`src/common/hsp_map.svh`:
```
// Constants for the hub strap and status pin block
// Assumes inclusion by the strap block
`ifndef HSP_MAP_SVH
`define HSP_MAP_SVH
`define HSP_PORT_COUNT      4
`define HSP_MODE_I2C        1'b1
`define HSP_MODE_SMBUS      1'b0
`define HSP_POL_ACTIVE_LOW  1'b0
`define HSP_POL_ACTIVE_HIGH 1'b1
`define HSP_POWER_INDIVIDUAL 1'b0
`define HSP_POWER_GANGED    1'b1
`endif

```
`src/common/hsp_pkg.sv`:
```
// Types for the hub strap and status pin block
// Assumes nothing of its surroundings
package hsp_pkg;
  typedef enum logic [2:0] {
    HSP_RESET  = 3'b001,
    HSP_SAMPLE = 3'b010,
    HSP_RUN    = 3'b100
  } hsp_state_t;

  typedef struct packed {
    hsp_state_t state;
    logic [1:0] mode_sync;
    logic [1:0] pol_sync;
    logic [1:0] billboard_enable_pin_sync;
    logic [1:0] cfg0_sync;
    logic [1:0] cfg1_sync;
    logic       i2c_mode;
    logic       polarity;
    logic       ganged;
    logic       full_auto;
    logic       no_power_switch;
    logic       auto_enable_n;
    logic [1:0] configured;
    logic       billboard_on;
    logic [3:0] power_switch;
    logic [3:0] oe;
    logic [3:0] drive;
  } hsp_state_reg_t;
endpackage : hsp_pkg

```
`src/hw/hsp_strap_pins.sv`:
```
// Hub strap sampling and status indicator pin logic
// Assumes straps on pins, a host supplying overrides, one 200 MHz clock
// Behaviour
// - Sample mode strap at reset release
// - Mode pin shows superspeed suspend when enabled
// - Polarity strap sets power output polarity
// - I2C mode: billboard pin enables billboard
// - SMBus mode: billboard from host bit
// - SMBus status: billboard pin shows high-speed
// - SMBus: billboard strap picks ganged power
// - Config pins or host fields give state
// - Charging on: config zero sets full-auto
// - Charging off: config zero disables switching
// - SMBus status: config zero shows superspeed
// - SMBus: config one sets auto-enable bit
// - SMBus status: config one shows Upstream_high_speed_suspend_indicator
`timescale 1ns/1ps
`include "hsp_map.svh"
module hsp_strap_pins
  import hsp_pkg::*;
#(
  parameter int PORTS = `HSP_PORT_COUNT
) (
  input  wire logic             CLK_IN,
  input  wire logic             SYS_RST_IN,
  input  wire logic             MODE_PIN_IN,
  input  wire logic             POLARITY_PIN_IN,
  input  wire logic             BILLBOARD_ENABLE_PIN_PIN_IN,
  input  wire logic             CFG0_PIN_IN,
  input  wire logic             CFG1_PIN_IN,
  input  wire logic             STATUS_OUTPUT_ENABLE_IN,
  input  wire logic             CHARGING_ENABLED_IN,
  input  wire logic             HOST_BILLBOARD_ENABLE_IN,
  input  wire logic [1:0]       HOST_CONFIGURED_IN,
  input  wire logic             HOST_GANGED_WE_IN,
  input  wire logic             HOST_GANGED_IN,
  input  wire logic             HOST_FULL_AUTO_WE_IN,
  input  wire logic             HOST_FULL_AUTO_IN,
  input  wire logic             HOST_NO_SWITCH_WE_IN,
  input  wire logic             HOST_NO_SWITCH_IN,
  input  wire logic             HOST_AUTO_EN_N_WE_IN,
  input  wire logic             HOST_AUTO_EN_N_IN,
  input  wire logic [PORTS-1:0] PORT_POWER_ON_IN,
  input  wire logic             UP_SS_SUSPEND_IN,
  input  wire logic             UP_HS_CONNECT_IN,
  input  wire logic             UP_SS_CONNECT_IN,
  input  wire logic             UP_UPSTREAM_HIGH_SPEED_SUSPEND_INDICATOR_IN,
  output logic                  I2C_MODE_OUT,
  output logic                  BILLBOARD_ENABLE_OUT,
  output logic [1:0]            BILLBOARD_CONFIGURED_OUT,
  output logic                  GANGED_POWER_OUT,
  output logic                  FULL_AUTO_CHARGE_OUT,
  output logic                  POWER_SWITCH_DISABLE_OUT,
  output logic                  AUTO_CHARGE_ENABLE_N_OUT,
  output logic [PORTS-1:0]      PORT_POWER_SWITCH_OUT,
  output logic                  MODE_PIN_OUT,
  output logic                  MODE_PIN_OE_OUT,
  output logic                  BILLBOARD_ENABLE_PIN_PIN_OUT,
  output logic                  BILLBOARD_ENABLE_PIN_PIN_OE_OUT,
  output logic                  CFG0_PIN_OUT,
  output logic                  CFG0_PIN_OE_OUT,
  output logic                  CFG1_PIN_OUT,
  output logic                  CFG1_PIN_OE_OUT
);

  // ----------------------------------------------------------------
  // State update
  // ----------------------------------------------------------------
  hsp_state_reg_t s_reg;
  hsp_state_reg_t s_next;
  logic           smbus_status;

  always_comb begin
    s_next = s_reg;
    smbus_status = !s_reg.i2c_mode && STATUS_OUTPUT_ENABLE_IN;
    case (s_reg.state)
      HSP_RESET: begin
        s_next.state = HSP_SAMPLE;
      end
      HSP_SAMPLE: begin
        // Synchronisers already filled during reset; latch the straps
        s_next.state      = HSP_RUN;
        s_next.i2c_mode   = s_reg.mode_sync[1];
        s_next.polarity   = s_reg.pol_sync[1];
        s_next.ganged     = s_reg.billboard_enable_pin_sync[1];
        if (CHARGING_ENABLED_IN) begin
          s_next.full_auto = s_reg.cfg0_sync[1];
        end else begin
          s_next.no_power_switch = s_reg.cfg0_sync[1];
        end
        s_next.auto_enable_n = s_reg.cfg1_sync[1];
      end
      HSP_RUN: begin
        if (HOST_GANGED_WE_IN) s_next.ganged = HOST_GANGED_IN;
        if (HOST_FULL_AUTO_WE_IN) s_next.full_auto = HOST_FULL_AUTO_IN;
        if (HOST_NO_SWITCH_WE_IN) s_next.no_power_switch = HOST_NO_SWITCH_IN;
        if (HOST_AUTO_EN_N_WE_IN) s_next.auto_enable_n = HOST_AUTO_EN_N_IN;
      end
      default: begin
        s_next.state = HSP_RESET;
      end
    endcase
    if (s_reg.state == HSP_RUN) begin
      if (s_reg.i2c_mode) begin
        s_next.billboard_on = s_reg.billboard_enable_pin_sync[1];
        s_next.configured   = {s_reg.cfg1_sync[1], s_reg.cfg0_sync[1]};
      end else begin
        s_next.billboard_on = HOST_BILLBOARD_ENABLE_IN;
        s_next.configured   = HOST_CONFIGURED_IN;
      end
      // Polarity applies to every port output
      s_next.power_switch = s_reg.polarity ? PORT_POWER_ON_IN
                                           : ~PORT_POWER_ON_IN;
      s_next.oe    = {smbus_status, smbus_status, smbus_status,
                      STATUS_OUTPUT_ENABLE_IN};
      s_next.drive = {UP_UPSTREAM_HIGH_SPEED_SUSPEND_INDICATOR_IN, UP_SS_CONNECT_IN,
                      UP_HS_CONNECT_IN, UP_SS_SUSPEND_IN};
    end else begin
      s_next.oe           = 4'h0;
      s_next.drive        = 4'h0;
      s_next.billboard_on = 1'b0;
    end
    if (SYS_RST_IN) begin
      s_next       = '0;
      s_next.state = HSP_RESET;
      s_next.power_switch = 4'h0;
    end
    // Synchronisers keep shifting through reset, so that the strap levels
    // are settled in stage two by the time the sample step reads them
    s_next.mode_sync = {s_reg.mode_sync[0], MODE_PIN_IN};
    s_next.pol_sync  = {s_reg.pol_sync[0], POLARITY_PIN_IN};
    s_next.billboard_enable_pin_sync = {s_reg.billboard_enable_pin_sync[0], BILLBOARD_ENABLE_PIN_PIN_IN};
    s_next.cfg0_sync = {s_reg.cfg0_sync[0], CFG0_PIN_IN};
    s_next.cfg1_sync = {s_reg.cfg1_sync[0], CFG1_PIN_IN};
  end

  always_ff @(posedge CLK_IN) begin
    s_reg <= s_next;
  end

  // ----------------------------------------------------------------
  // Outputs
  // ----------------------------------------------------------------
  assign I2C_MODE_OUT             = s_reg.i2c_mode;
  assign BILLBOARD_ENABLE_OUT     = s_reg.billboard_on;
  assign BILLBOARD_CONFIGURED_OUT = s_reg.configured;
  assign GANGED_POWER_OUT         = s_reg.ganged;
  assign FULL_AUTO_CHARGE_OUT     = s_reg.full_auto;
  assign POWER_SWITCH_DISABLE_OUT = s_reg.no_power_switch;
  assign AUTO_CHARGE_ENABLE_N_OUT = s_reg.auto_enable_n;
  assign PORT_POWER_SWITCH_OUT    = s_reg.power_switch;
  assign MODE_PIN_OUT             = s_reg.drive[0];
  assign MODE_PIN_OE_OUT          = s_reg.oe[0];
  assign BILLBOARD_ENABLE_PIN_PIN_OUT             = s_reg.drive[1];
  assign BILLBOARD_ENABLE_PIN_PIN_OE_OUT          = s_reg.oe[1];
  assign CFG0_PIN_OUT             = s_reg.drive[2];
  assign CFG0_PIN_OE_OUT          = s_reg.oe[2];
  assign CFG1_PIN_OUT             = s_reg.drive[3];
  assign CFG1_PIN_OE_OUT          = s_reg.oe[3];
endmodule : hsp_strap_pins

```
`config.mk`:
```
export PLATFORM = sky130hd
export DESIGN_NAME = hsp_strap_pins
export DESIGN_NICKNAME = d
export VERILOG_FILES = /design/src/common/hsp_pkg.sv /design/src/hw/hsp_strap_pins.sv
export VERILOG_INCLUDE_DIRS = /design/src /design/src/common
export SDC_FILE = /design/constraint.sdc
export NUM_CORES = 1
export LEC_CHECK = 0
export BUFFER_PORTS_ARGS = -buffer_cell sky130_fd_sc_hd__clkbuf_2
export CORE_MARGIN = 4
export CORE_UTILIZATION = 30
export DETAILED_ROUTE_END_ITERATION = 10
export PLACE_DENSITY = 0.59
export SYNTH_ARGS = -nofsm -noshare
export SYNTH_HDL_FRONTEND = slang
export SYNTH_SLANG_ARGS = --single-unit
```
`constraint.sdc`:
```
create_clock -name CLK_IN -period 1.1 [get_ports CLK_IN]
set_input_delay 0.11 -clock CLK_IN [delete_from_list [all_inputs] [get_ports CLK_IN]]
set_output_delay 0.11 -clock CLK_IN [all_outputs]
set_load 0.02 [all_outputs]
```
Word level (Yosys, flattened, before mapping)

Cells that the tools add are included.

Bits of input ports: 28
Output and inout port bits: 20
Logic and storage cells: 46
Register bits: 32

Bitwise gates (word level): 2
Mux-type cells: 10
Reductions and logical operators: 8
Eq/ne operators: 9

Operators by type and width:

| kind                                                                  | count |
|---|---|
| 2-bit != test, second input constant                                  | 6 |
| 3-bit one-hot mux with 3 select lines                                 | 1 |
| 4-bit one-hot mux with 2 select lines                                 | 1 |
| 1-bit 2-to-1 mux                                                      | 6 |
| 3-bit AND reduction                                                   | 2 |
| 4-bit 2-to-1 mux                                                      | 1 |
| 4-bit NOT                                                             | 1 |
| 2-bit AND reduction                                                   | 2 |
| 3-bit by 1-bit equality test with 1-bit output, second input constant | 1 |
| 3-bit by 2-bit equality test with 1-bit output, second input constant | 1 |
| 3-bit equality test, second input constant                            | 1 |
| 3-bit 2-to-1 mux                                                      | 1 |
| 2-bit nonzero test                                                    | 1 |
| 2-bit OR reduction                                                    | 1 |
| 1-bit logical AND                                                     | 1 |
| 1-bit logical NOT                                                     | 1 |
| 1-bit NOT                                                             | 1 |

Logic depth before layout (Yosys ltp)

Gate-level depths: netlist of run 1.

Word-level depth: 3
Mapped depth: 4

Worst setup path before layout of run 1

Ideal clock, no wire load.

Kind: flip-flop to flip-flop
Start point: reg s_reg[31] (netlist name)
End point: reg s_reg, in the netlist GANGED_POWER_OUT
Buffers on the path: 0
Data required time: 984 ps
Cell stages (with the launch flop): 4
Slack: -145 ps
Period minus slack after synthesis: 1245 ps
Data arrival time: 1129 ps
Cell sequence: dfxtp_1 nor3b_2 mux2_1 o211a_1

Word-level cells in the longest chain between the ends: 3
Elaborated cells between the ends (all ways): 6
Those cells by class: eq/ne: 3; mux: 1; reduce/logical: 2

Ends and longest elaborated chain:

| what                                                                                         | line                  | RTL |
|---|---|---|
| from (decl)                                                                                  | hsp_strap_pins.sv:69  | `hsp_state_reg_t s_reg;` |
| from (signal assigned)                                                                       | hsp_strap_pins.sv:138 | `s_reg <= s_next;` |
| 3-bit equality test / 3-bit by 2-bit equality test with 1-bit output (equally long branches) | hsp_strap_pins.sv:76  | `case (s_reg.state)` |
| 2-bit != test (no line) / 2-bit nonzero test (equally long branches)                         | n/a                   |  |
| 2-bit AND reduction (no line)                                                                | n/a                   |  |

Several ways; a longest one is shown, not always the timed one.
A chain may end at the register's enable or synchronous reset.

Worst setup path in the final report of run 1

Start point: reg s_reg[32] (netlist name)
End point: reg s_reg, in the netlist GANGED_POWER_OUT

Same word-level chain as after synthesis.

==> reports/summary.txt, run 1 <==
status: complete, but fails checks
failing checks: setup timing
unrepaired setup endpoints after global routing: yes
GRT Total Usage: 0.107
Worst setup EP type: flop
Synth Cell Area: 1240 sq um
remaining antenna violation count: 0
crit-path max FO: 3
Clock Skew: 5.91 ps
CP required: 1280 ps
warnings from Yosys: 0
first-pass GRT wire length: 4260 um
Post-DP HPWL: 2040 um
Port Buffer Count: 47
CTS tree: yes
Die H: 72.2 um
Die Width: 72.2 um
Max Cap Viol: 0
vias in the first global route: 934
# placed instances: 203
Layout Area Growth over Synthesis: 46.7%
CP Class: reg -> reg
Fin. Hold Viols: 0
io pins: 48
initial antenna violation count: 0
CP Data Arrival Time: 1470 ps
Starting Density: 0.309
Nets: 198
Final Cycle Share: 1.18
most frequent cells in the layout: 47 x clkbuf_2, 28 x dfxtp_1, 12 x nor2_1, 10 x mux2i_1
distinct cell type count of the synthesized netlist: 27
GRT overflow: 0
setup TNS: -1600 ps
clk_lat worst skew: 280 ps
f_max: 772 MHz
die area: 5210 sq um
Worst-path clk slew: 70 ps
slowest CP cell: dfxtp_4
Slew HR: 0.781
Max VDD drop: 0.989 mV
CP Cell Sequence: nor3b_4, buf_6, mux2_4, o211a_1
largest net degree at the start of global routing: 12
Seq cells post-synth: 32
Setup Viol. Count Final: 16
CTS Buffer Depth: 2
worst hold path type: in -> reg
average size of a mapped cell: 11.3 sq um
final antenna diode count: 0
wire length on met3: 193 um
CP peak stage delay: 360 ps
PwrDens: 1670 nW/um^2
Leakage Power: 0.000816 uW
Num CTS Buffers: 5
register area share after synthesis: 0.518
met1 WL: 1050 um
layout cells sized above 1: 0.526
Mapped Nets: 137
initial drt markers: 21
WL per Instance: 11.8 um
minimum clock period: 1300 ps
clk sinks: 32
Largest register FFs: 9
# H-tree levels: 2
DRT Wirelength: 2600 um
DR WL met2: 1360 um
Final WS setup: -196 ps
Final Power: 3030 uW
std cell rows: 23
non-filler instance count after layout: 221
CTS Root Buffer Type: clkbuf_8
via/cell ratio: 4.14
fin. max-slew vios: 0
commonest non-fill, non-tap cell in the layout: clkbuf_2
Top Metal Used: met3
Placer Congestion: 0.765
core box area: 4000 sq um
Syn Inst Count: 109
Vias: 915
1st-pass router iterations: 3
DRC: 0
Slew @ Worst Pin: 324 ps
Worst Setup Start Kind: flop
## worst paths after layout
kind / from / slack (ps) / end / cells past startpoint
min: UP_SS_CONNECT_IN / 40 / CFG0_PIN_OUT / 2
max: s_reg[32] / -200 / GANGED_POWER_OUT / 4
min reg2reg: s_next[28] / 330 / s_reg[28] / 0
max reg2reg: s_reg[32] / -200 / GANGED_POWER_OUT / 4
## metrics by stage
step | hold WS [ps] | area [sq um] | utilization | worst slack (ps)
final | 41.4 | 1810 | 0.453 | -196
after floorplan | 138 | 1270 | - | -107
after detailed placement | 214 | 1550 | 0.388 | -206
after CTS | 16.5 | 1750 | 0.439 | -193
after global placement | 212 | 1550 | 0.388 | -165
after global routing | 32.3 | 1810 | 0.453 | -260
## routing by layer
| layer | global-route usage | up-vias |
|---|---|---|
| met5 | 0 | - |
| met4 | 0.0313 | 0 |
| met3 | 0.0554 | 0 |
| met2 | 0.180 | 28 |
| met1 | 0.117 | 404 |
| li1 | - | 483 |
## cell usage after synthesis
cell,number,area [sq um]
dfxtp_1,32,641
nor2_1,12,45.0
buf_4,11,82.6
mux2i_1,10,100
xnor2_1,6,52.6
and2_1,5,31.3
nor4bb_1,4,40.0
mux2_1,3,33.8
a211oi_1,2,15.0
clkbuf_1,2,7.51
nor3b_2,2,25.0
nor4b_1,2,17.5
o211a_1,2,20.0
o31ai_1,2,15.0
or3_1,2,12.5
a21oi_1,1,5.00
and2b_1,1,7.51
buf_1,1,3.75
buf_2,1,5.00
inv_1,1,3.75
nor2b_1,1,6.26
nor3_1,1,5.00
nor4b_4,1,23.8
nor4bb_2,1,16.3
o21ai_0,1,5.00
o21ba_1,1,10.0
or2_1,1,6.26
## critical path: cells and delay by family (launching register included)
family,cells,cell delay (ps)
simple gates,1,210
mux,1,290
flops,1,360
compound gates,1,190
buf+inv,1,140
## cells by family (layout without fill, tap and decap cells)
logic type,Yosys count,after routing,synth area share
DFF,32,32,0.518
muxes,13,13,0.108
xor gates and xnor gates,6,6,0.0425
and+or+nand+nor,33,33,0.191
buffers and inverters,16,78,0.0830
AOI/OAI and AO/OA,9,9,0.0567
## area by class of cell
type	instances	area, sq um
sequential	32	653
clock buffer	5	68.8
tap	50	62.6
clock inverter	3	18.8
multi-input combinational	61	556
timing repair buffer	69	450
inverter	1	3.75
fill	378	2190
## power breakdown
part	internal, uW	switching (uW)
clock	439	413
sequential	1270	97.5
combinational	453	351
total	2170	861
## repair_timing
action / CTS / global route
setup buffers: 2 / 2
endpoints found under the hold margin: 5 / 0
resized for setup: 11 / 13
pin swaps: 3 / 7
hold buffers: 5 / 0
endpoints found under the setup margin: 19 / 20
gates cloned: 1 / 0
(Power assumes the default switching activity.)
==> run 2: changes to the inputs <==
Settings changed: PLACE_DENSITY 0.59 to unset.
==> run 2 against run 1 <==
  * The flow still finishes with violations (setup timing)
  * Total power is 3.1% lower
  * Die area is the same
  * Sequential power about the same
  * Critical endpoint is now FULL_AUTO_CHARGE_OUT
==> reports/summary.txt, run 2 (synthesis gave the netlist of run 1 again) <==
status: complete, but fails checks
failing checks: setup timing
Placed Area: 1540 sq um
Die H: 72.2 um
Final Cycle Share: 1.16
final core utilization: 0.437
worst hold path type: in -> reg
io pins: 48
WL per Instance: 12.4 um
unrepaired setup endpoints after global routing: yes
Worst R2R Start: s_reg[32]
Final WS setup: -181 ps
largest net degree at the start of global routing: 12
Vias: 946
final antenna diode count: 0
DRT Wirelength: 2690 um
via/cell ratio: 4.36
die area: 5210 sq um
most frequent cells in the layout: 47 x clkbuf_2, 28 x dfxtp_1, 12 x nor2_1, 11 x buf_4, 10 x mux2i_1
CTS tree: yes
f_max: 780 MHz
commonest non-fill, non-tap cell in the layout: clkbuf_2
CTS Buffer Depth: 2
Slew HR: 0.765
reg2reg end: FULL_AUTO_CHARGE_OUT
Post-Place Worst Slack: -208 ps
setup TNS: -1280 ps
Die Width: 72.2 um
std cell rows: 23
Hold Path Stages: 2
Post-DP HPWL: 2050 um
GRT Total Usage: 0.111
CP Class: reg -> reg
hold endpoint: MODE_PIN_OUT
CP Data Arrival Time: 1450 ps
fill count: 380
GRT overflow: 0
CP required: 1270 ps
initial drt markers: 17
Clock Skew: 5.62 ps
clk_lat worst skew: 280 ps
DRC: 0
Worst-path clk slew: 70 ps
vias in the first global route: 1050
Nets: 194
Leakage Power: 0.000791 uW
Worst setup EP type: flop
fin area: 1750 sq um
HP Start: UP_SS_SUSPEND_IN
Reg2Reg Depth: 4
Setup Viol. Count Final: 17
minimum clock period: 1280 ps
1st-pass router iterations: 3
Num CTS Buffers: 5
Max Cap Viol: 0
CTS Root Buffer Type: clkbuf_8
PwrDens: 1680 nW/um^2
fin. max-slew vios: 0
Max VDD drop: 1.03 mV
Placer Congestion: 0.815
crit-path max FO: 5
Slew @ Worst Pin: 348 ps
Starting Density: 0.309
core box area: 4000 sq um
reg2reg setup slack: -180 ps
Fin. Hold Viols: 0
Port Buffer Count: 47
remaining antenna violation count: 0
Largest register FFs: 9
# H-tree levels: 2
first-pass GRT wire length: 4500 um
worst hold slack: 34.3 ps
initial antenna violation count: 0
Layout Area Growth over Synthesis: 41.4%
Worst Setup Start Kind: flop
clk sinks: 32
layout cells sized above 1: 0.491
run 2: cell count changes in the layout (fill, tap and decap cells not counted), sizes merged:
| cell | delta |
|---|---|
| buf | -4 |
run 2: metrics by stage:
stage                     power [uW]  instances
after floorplan                 1820        109
after global placement          2000        201
after global routing            3100        217
after CTS                       2920        217
final                           2930        217
after detailed placement        2020        201
run 2: area by class of cell:
class	instances	area, sq um	area share
Tap cell	50	62.6	0.0358
Multi-Input combinational cell	61	558	0.319
Sequential cell	32	646	0.369
Clock inverter	3	18.8	0.0107
Inverter	1	3.75	0.00215
Clock buffer	5	68.8	0.0394
Timing Repair Buffer	65	390	0.223
run 2: repair_timing:
action	CTS	global route
hold buffers	5	0
setup endpoints to repair	19	18
endpoints found under the hold margin	5	0
gates resized for setup	5	5
setup buffers	2	0
pin swaps	4	3
gates cloned	1	0
run 2: per-layer routing:
metal,vias up,GRT usage,part of all wire
li1,480,-,-
met1,426,0.132,0.44
met2,36,0.181,0.46
met3,4,0.0457,0.086
met4,0,0.0376,0.012
met5,-,0,0
run 2: where the power goes:
group	switching (uW)	internal (uW)	leakage, uW
clock network	422	440	0.0000479
logic	356	367	0.000480
registers	83.7	1260	0.000264
total	862	2070	0.000791
run 2: worst max-delay path, cell delays in order (launching register included):
cell and delay, ps:
dfxtp_2 340, nor3b_4 190, buf_6 150, mux2_1 330
o21ba_1 170
run 2: how the worst max path moves through the flow:
stage,startpoint,slack (ps),endpoint
after global routing,s_reg[32],-250,POWER_SWITCH_DISABLE_OUT
after detailed placement,s_reg[32],-210,AUTO_CHARGE_ENABLE_N_OUT
after global placement,s_reg[32],-170,AUTO_CHARGE_ENABLE_N_OUT
after CTS,s_reg[31],-190,FULL_AUTO_CHARGE_OUT
after floorplan,s_reg[32],-110,GANGED_POWER_OUT
final,s_reg[32],-180,FULL_AUTO_CHARGE_OUT
==> run 3: changes to the inputs <==
Settings changed: CORE_MARGIN 4 to 2, MAX_ROUTING_LAYER set to met4.
==> run 3 against run 2 <==
  * The flow still finishes with violations (setup timing)
  * Hold slack improved by 7.9 ps
  * Sequential cell count is the same
  * Register-to-register slack lost 20 ps
  * Global-route usage is 1.4 points higher
  * Utilization rose by 2.0 points
  * Maximum frequency shrank 1.4%
  * Sequential share of layout area is 1.2 points lower
  * Critical path depth stayed put
  * Via count shrank 2.4%
  * First-iteration DRC count fell by 12%
==> reports/summary.txt, run 3 (synthesis gave the netlist of run 1 again) <==
Max VDD drop: 0.755 mV
CTS Buffer Depth: 2
GRT overflow: 0
Final Cycle Share: 1.18
Hold Path Stages: 2
GRT Total Usage: 0.126
remaining antenna violation count: 0
Leakage Power: 0.000802 uW
Final WS setup: -200 ps
Post-Place Worst Slack: -195 ps
clk_lat worst skew: 280 ps
io pins: 48
f_max: 769 MHz
Nets: 194
unrepaired setup endpoints after global routing: yes
largest net degree at the start of global routing: 12
1st-pass router iterations: 4
hold endpoint: CFG0_PIN_OUT
layout cells sized above 1: 0.527
HP Start: UP_SS_CONNECT_IN
reg2reg end: POWER_SWITCH_DISABLE_OUT
PwrDens: 1810 nW/um^2
Die Width: 68.2 um
initial antenna violation count: 0
Worst setup EP type: flop
via/cell ratio: 4.25
Vias: 923
Worst-path clk slew: 70 ps
Fin. Hold Viols: 0
Die H: 68.2 um
CTS tree: yes
die area: 4650 sq um
Largest register FFs: 9
Slew @ Worst Pin: 331 ps
Max Cap Viol: 0
CP required: 1270 ps
reg2reg setup slack: -200 ps
Placer Congestion: 0.795
fill count: 357
met1 WL: 1090 um
Post-DP HPWL: 1980 um
Worst Setup Start Kind: flop
Clock Skew: 3.27 ps
vias in the first global route: 874
final antenna diode count: 0
Layout Area Growth over Synthesis: 46.7%
DRC: 0
initial drt markers: 15
Worst R2R Start: s_reg[31]
most frequent cells in the layout: 47 x clkbuf_2, 28 x dfxtp_1, 12 x nor2_1, 10 x mux2i_1
worst hold path type: in -> reg
failing checks: setup timing
CTS Root Buffer Type: clkbuf_8
clk sinks: 32
# H-tree levels: 2
WL per Instance: 12.0 um
DRT Wirelength: 2610 um
crit-path max FO: 10
worst hold slack: 42.2 ps
Starting Density: 0.311
CP Data Arrival Time: 1470 ps
wire length on met3: 161 um
std cell rows: 23
fin. max-slew vios: 0
DR WL met2: 1330 um
first-pass GRT wire length: 3970 um
Num CTS Buffers: 5
Port Buffer Count: 47
minimum clock period: 1300 ps
Reg2Reg Depth: 4
status: complete, but fails checks
commonest non-fill, non-tap cell in the layout: clkbuf_2
Top Metal Used: met4
CP Class: reg -> reg
Setup Viol. Count Final: 17
core box area: 3970 sq um
Slew HR: 0.776
[run 3: metal layers]
metal	GRT usage	vias up
met5	-	-
met4	0.0625	0
met3	0.0592	4
met2	0.200	31
met1	0.130	411
li1	-	477
[run 3: cell type report]
| type | instances | area (sq um) | area share |
|---|---|---|---|
| Clock inverter | 3 | 42.5 | 0.0235 |
| Sequential cell | 32 | 648 | 0.357 |
| Multi-Input combinational cell | 61 | 573 | 0.316 |
| Tap cell | 50 | 62.6 | 0.0345 |
| Clock buffer | 5 | 68.8 | 0.0380 |
| Timing Repair Buffer | 65 | 414 | 0.228 |
| Inverter | 1 | 3.75 | 0.00207 |
[run 3: where the power goes]
group          leakage, uW  internal [uW]  total, uW  switching, uW
registers         0.000264           1270       1370           99.4
clock network    0.0000541            669       1080            413
logic             0.000484            467        834            367
[run 3: through the flow]
step / area [sq um] / TNS (ps) / total power, uW / instances / utilization
detailed placement: 1560 / -2420 / 2090 / 202 / 0.392
floorplan: 1270 / -626 / 1820 / 109 / -
CTS: 1790 / -1610 / 3310 / 217 / 0.451
global placement: 1560 / -1770 / 2060 / 202 / 0.392
finish: 1810 / -1590 / 3290 / 217 / 0.457
global route: 1810 / -2870 / 3460 / 217 / 0.457
[run 3: worst max-delay path by stage]
stage          slack (ps)  startpoint                       end
2_1_floorplan        -110   s_reg[32]          GANGED_POWER_OUT
3_3_place_gp         -170   s_reg[31]  AUTO_CHARGE_ENABLE_N_OUT
3_5_place_dp         -200   s_reg[33]  AUTO_CHARGE_ENABLE_N_OUT
4_1_cts              -180   s_reg[33]          GANGED_POWER_OUT
5_1_grt              -250   s_reg[33]          GANGED_POWER_OUT
6_report             -200   s_reg[31]  POWER_SWITCH_DISABLE_OUT
[run 3: repair_timing]
action,4_1_cts,5_1_grt
gates cloned,1,0
setup buffers,1,0
resized for setup,14,5
setup endpoints to repair,20,19
hold buffers,5,0
endpoints found under the hold margin,5,0
pin swaps,1,1
[run 3: worst max-delay path, stage by stage, from the launching register on]
cell	delay, ps
dfxtp_4	370
buf_12	150
nor4bb_2	350
nor2_1	110
o211a_1	220
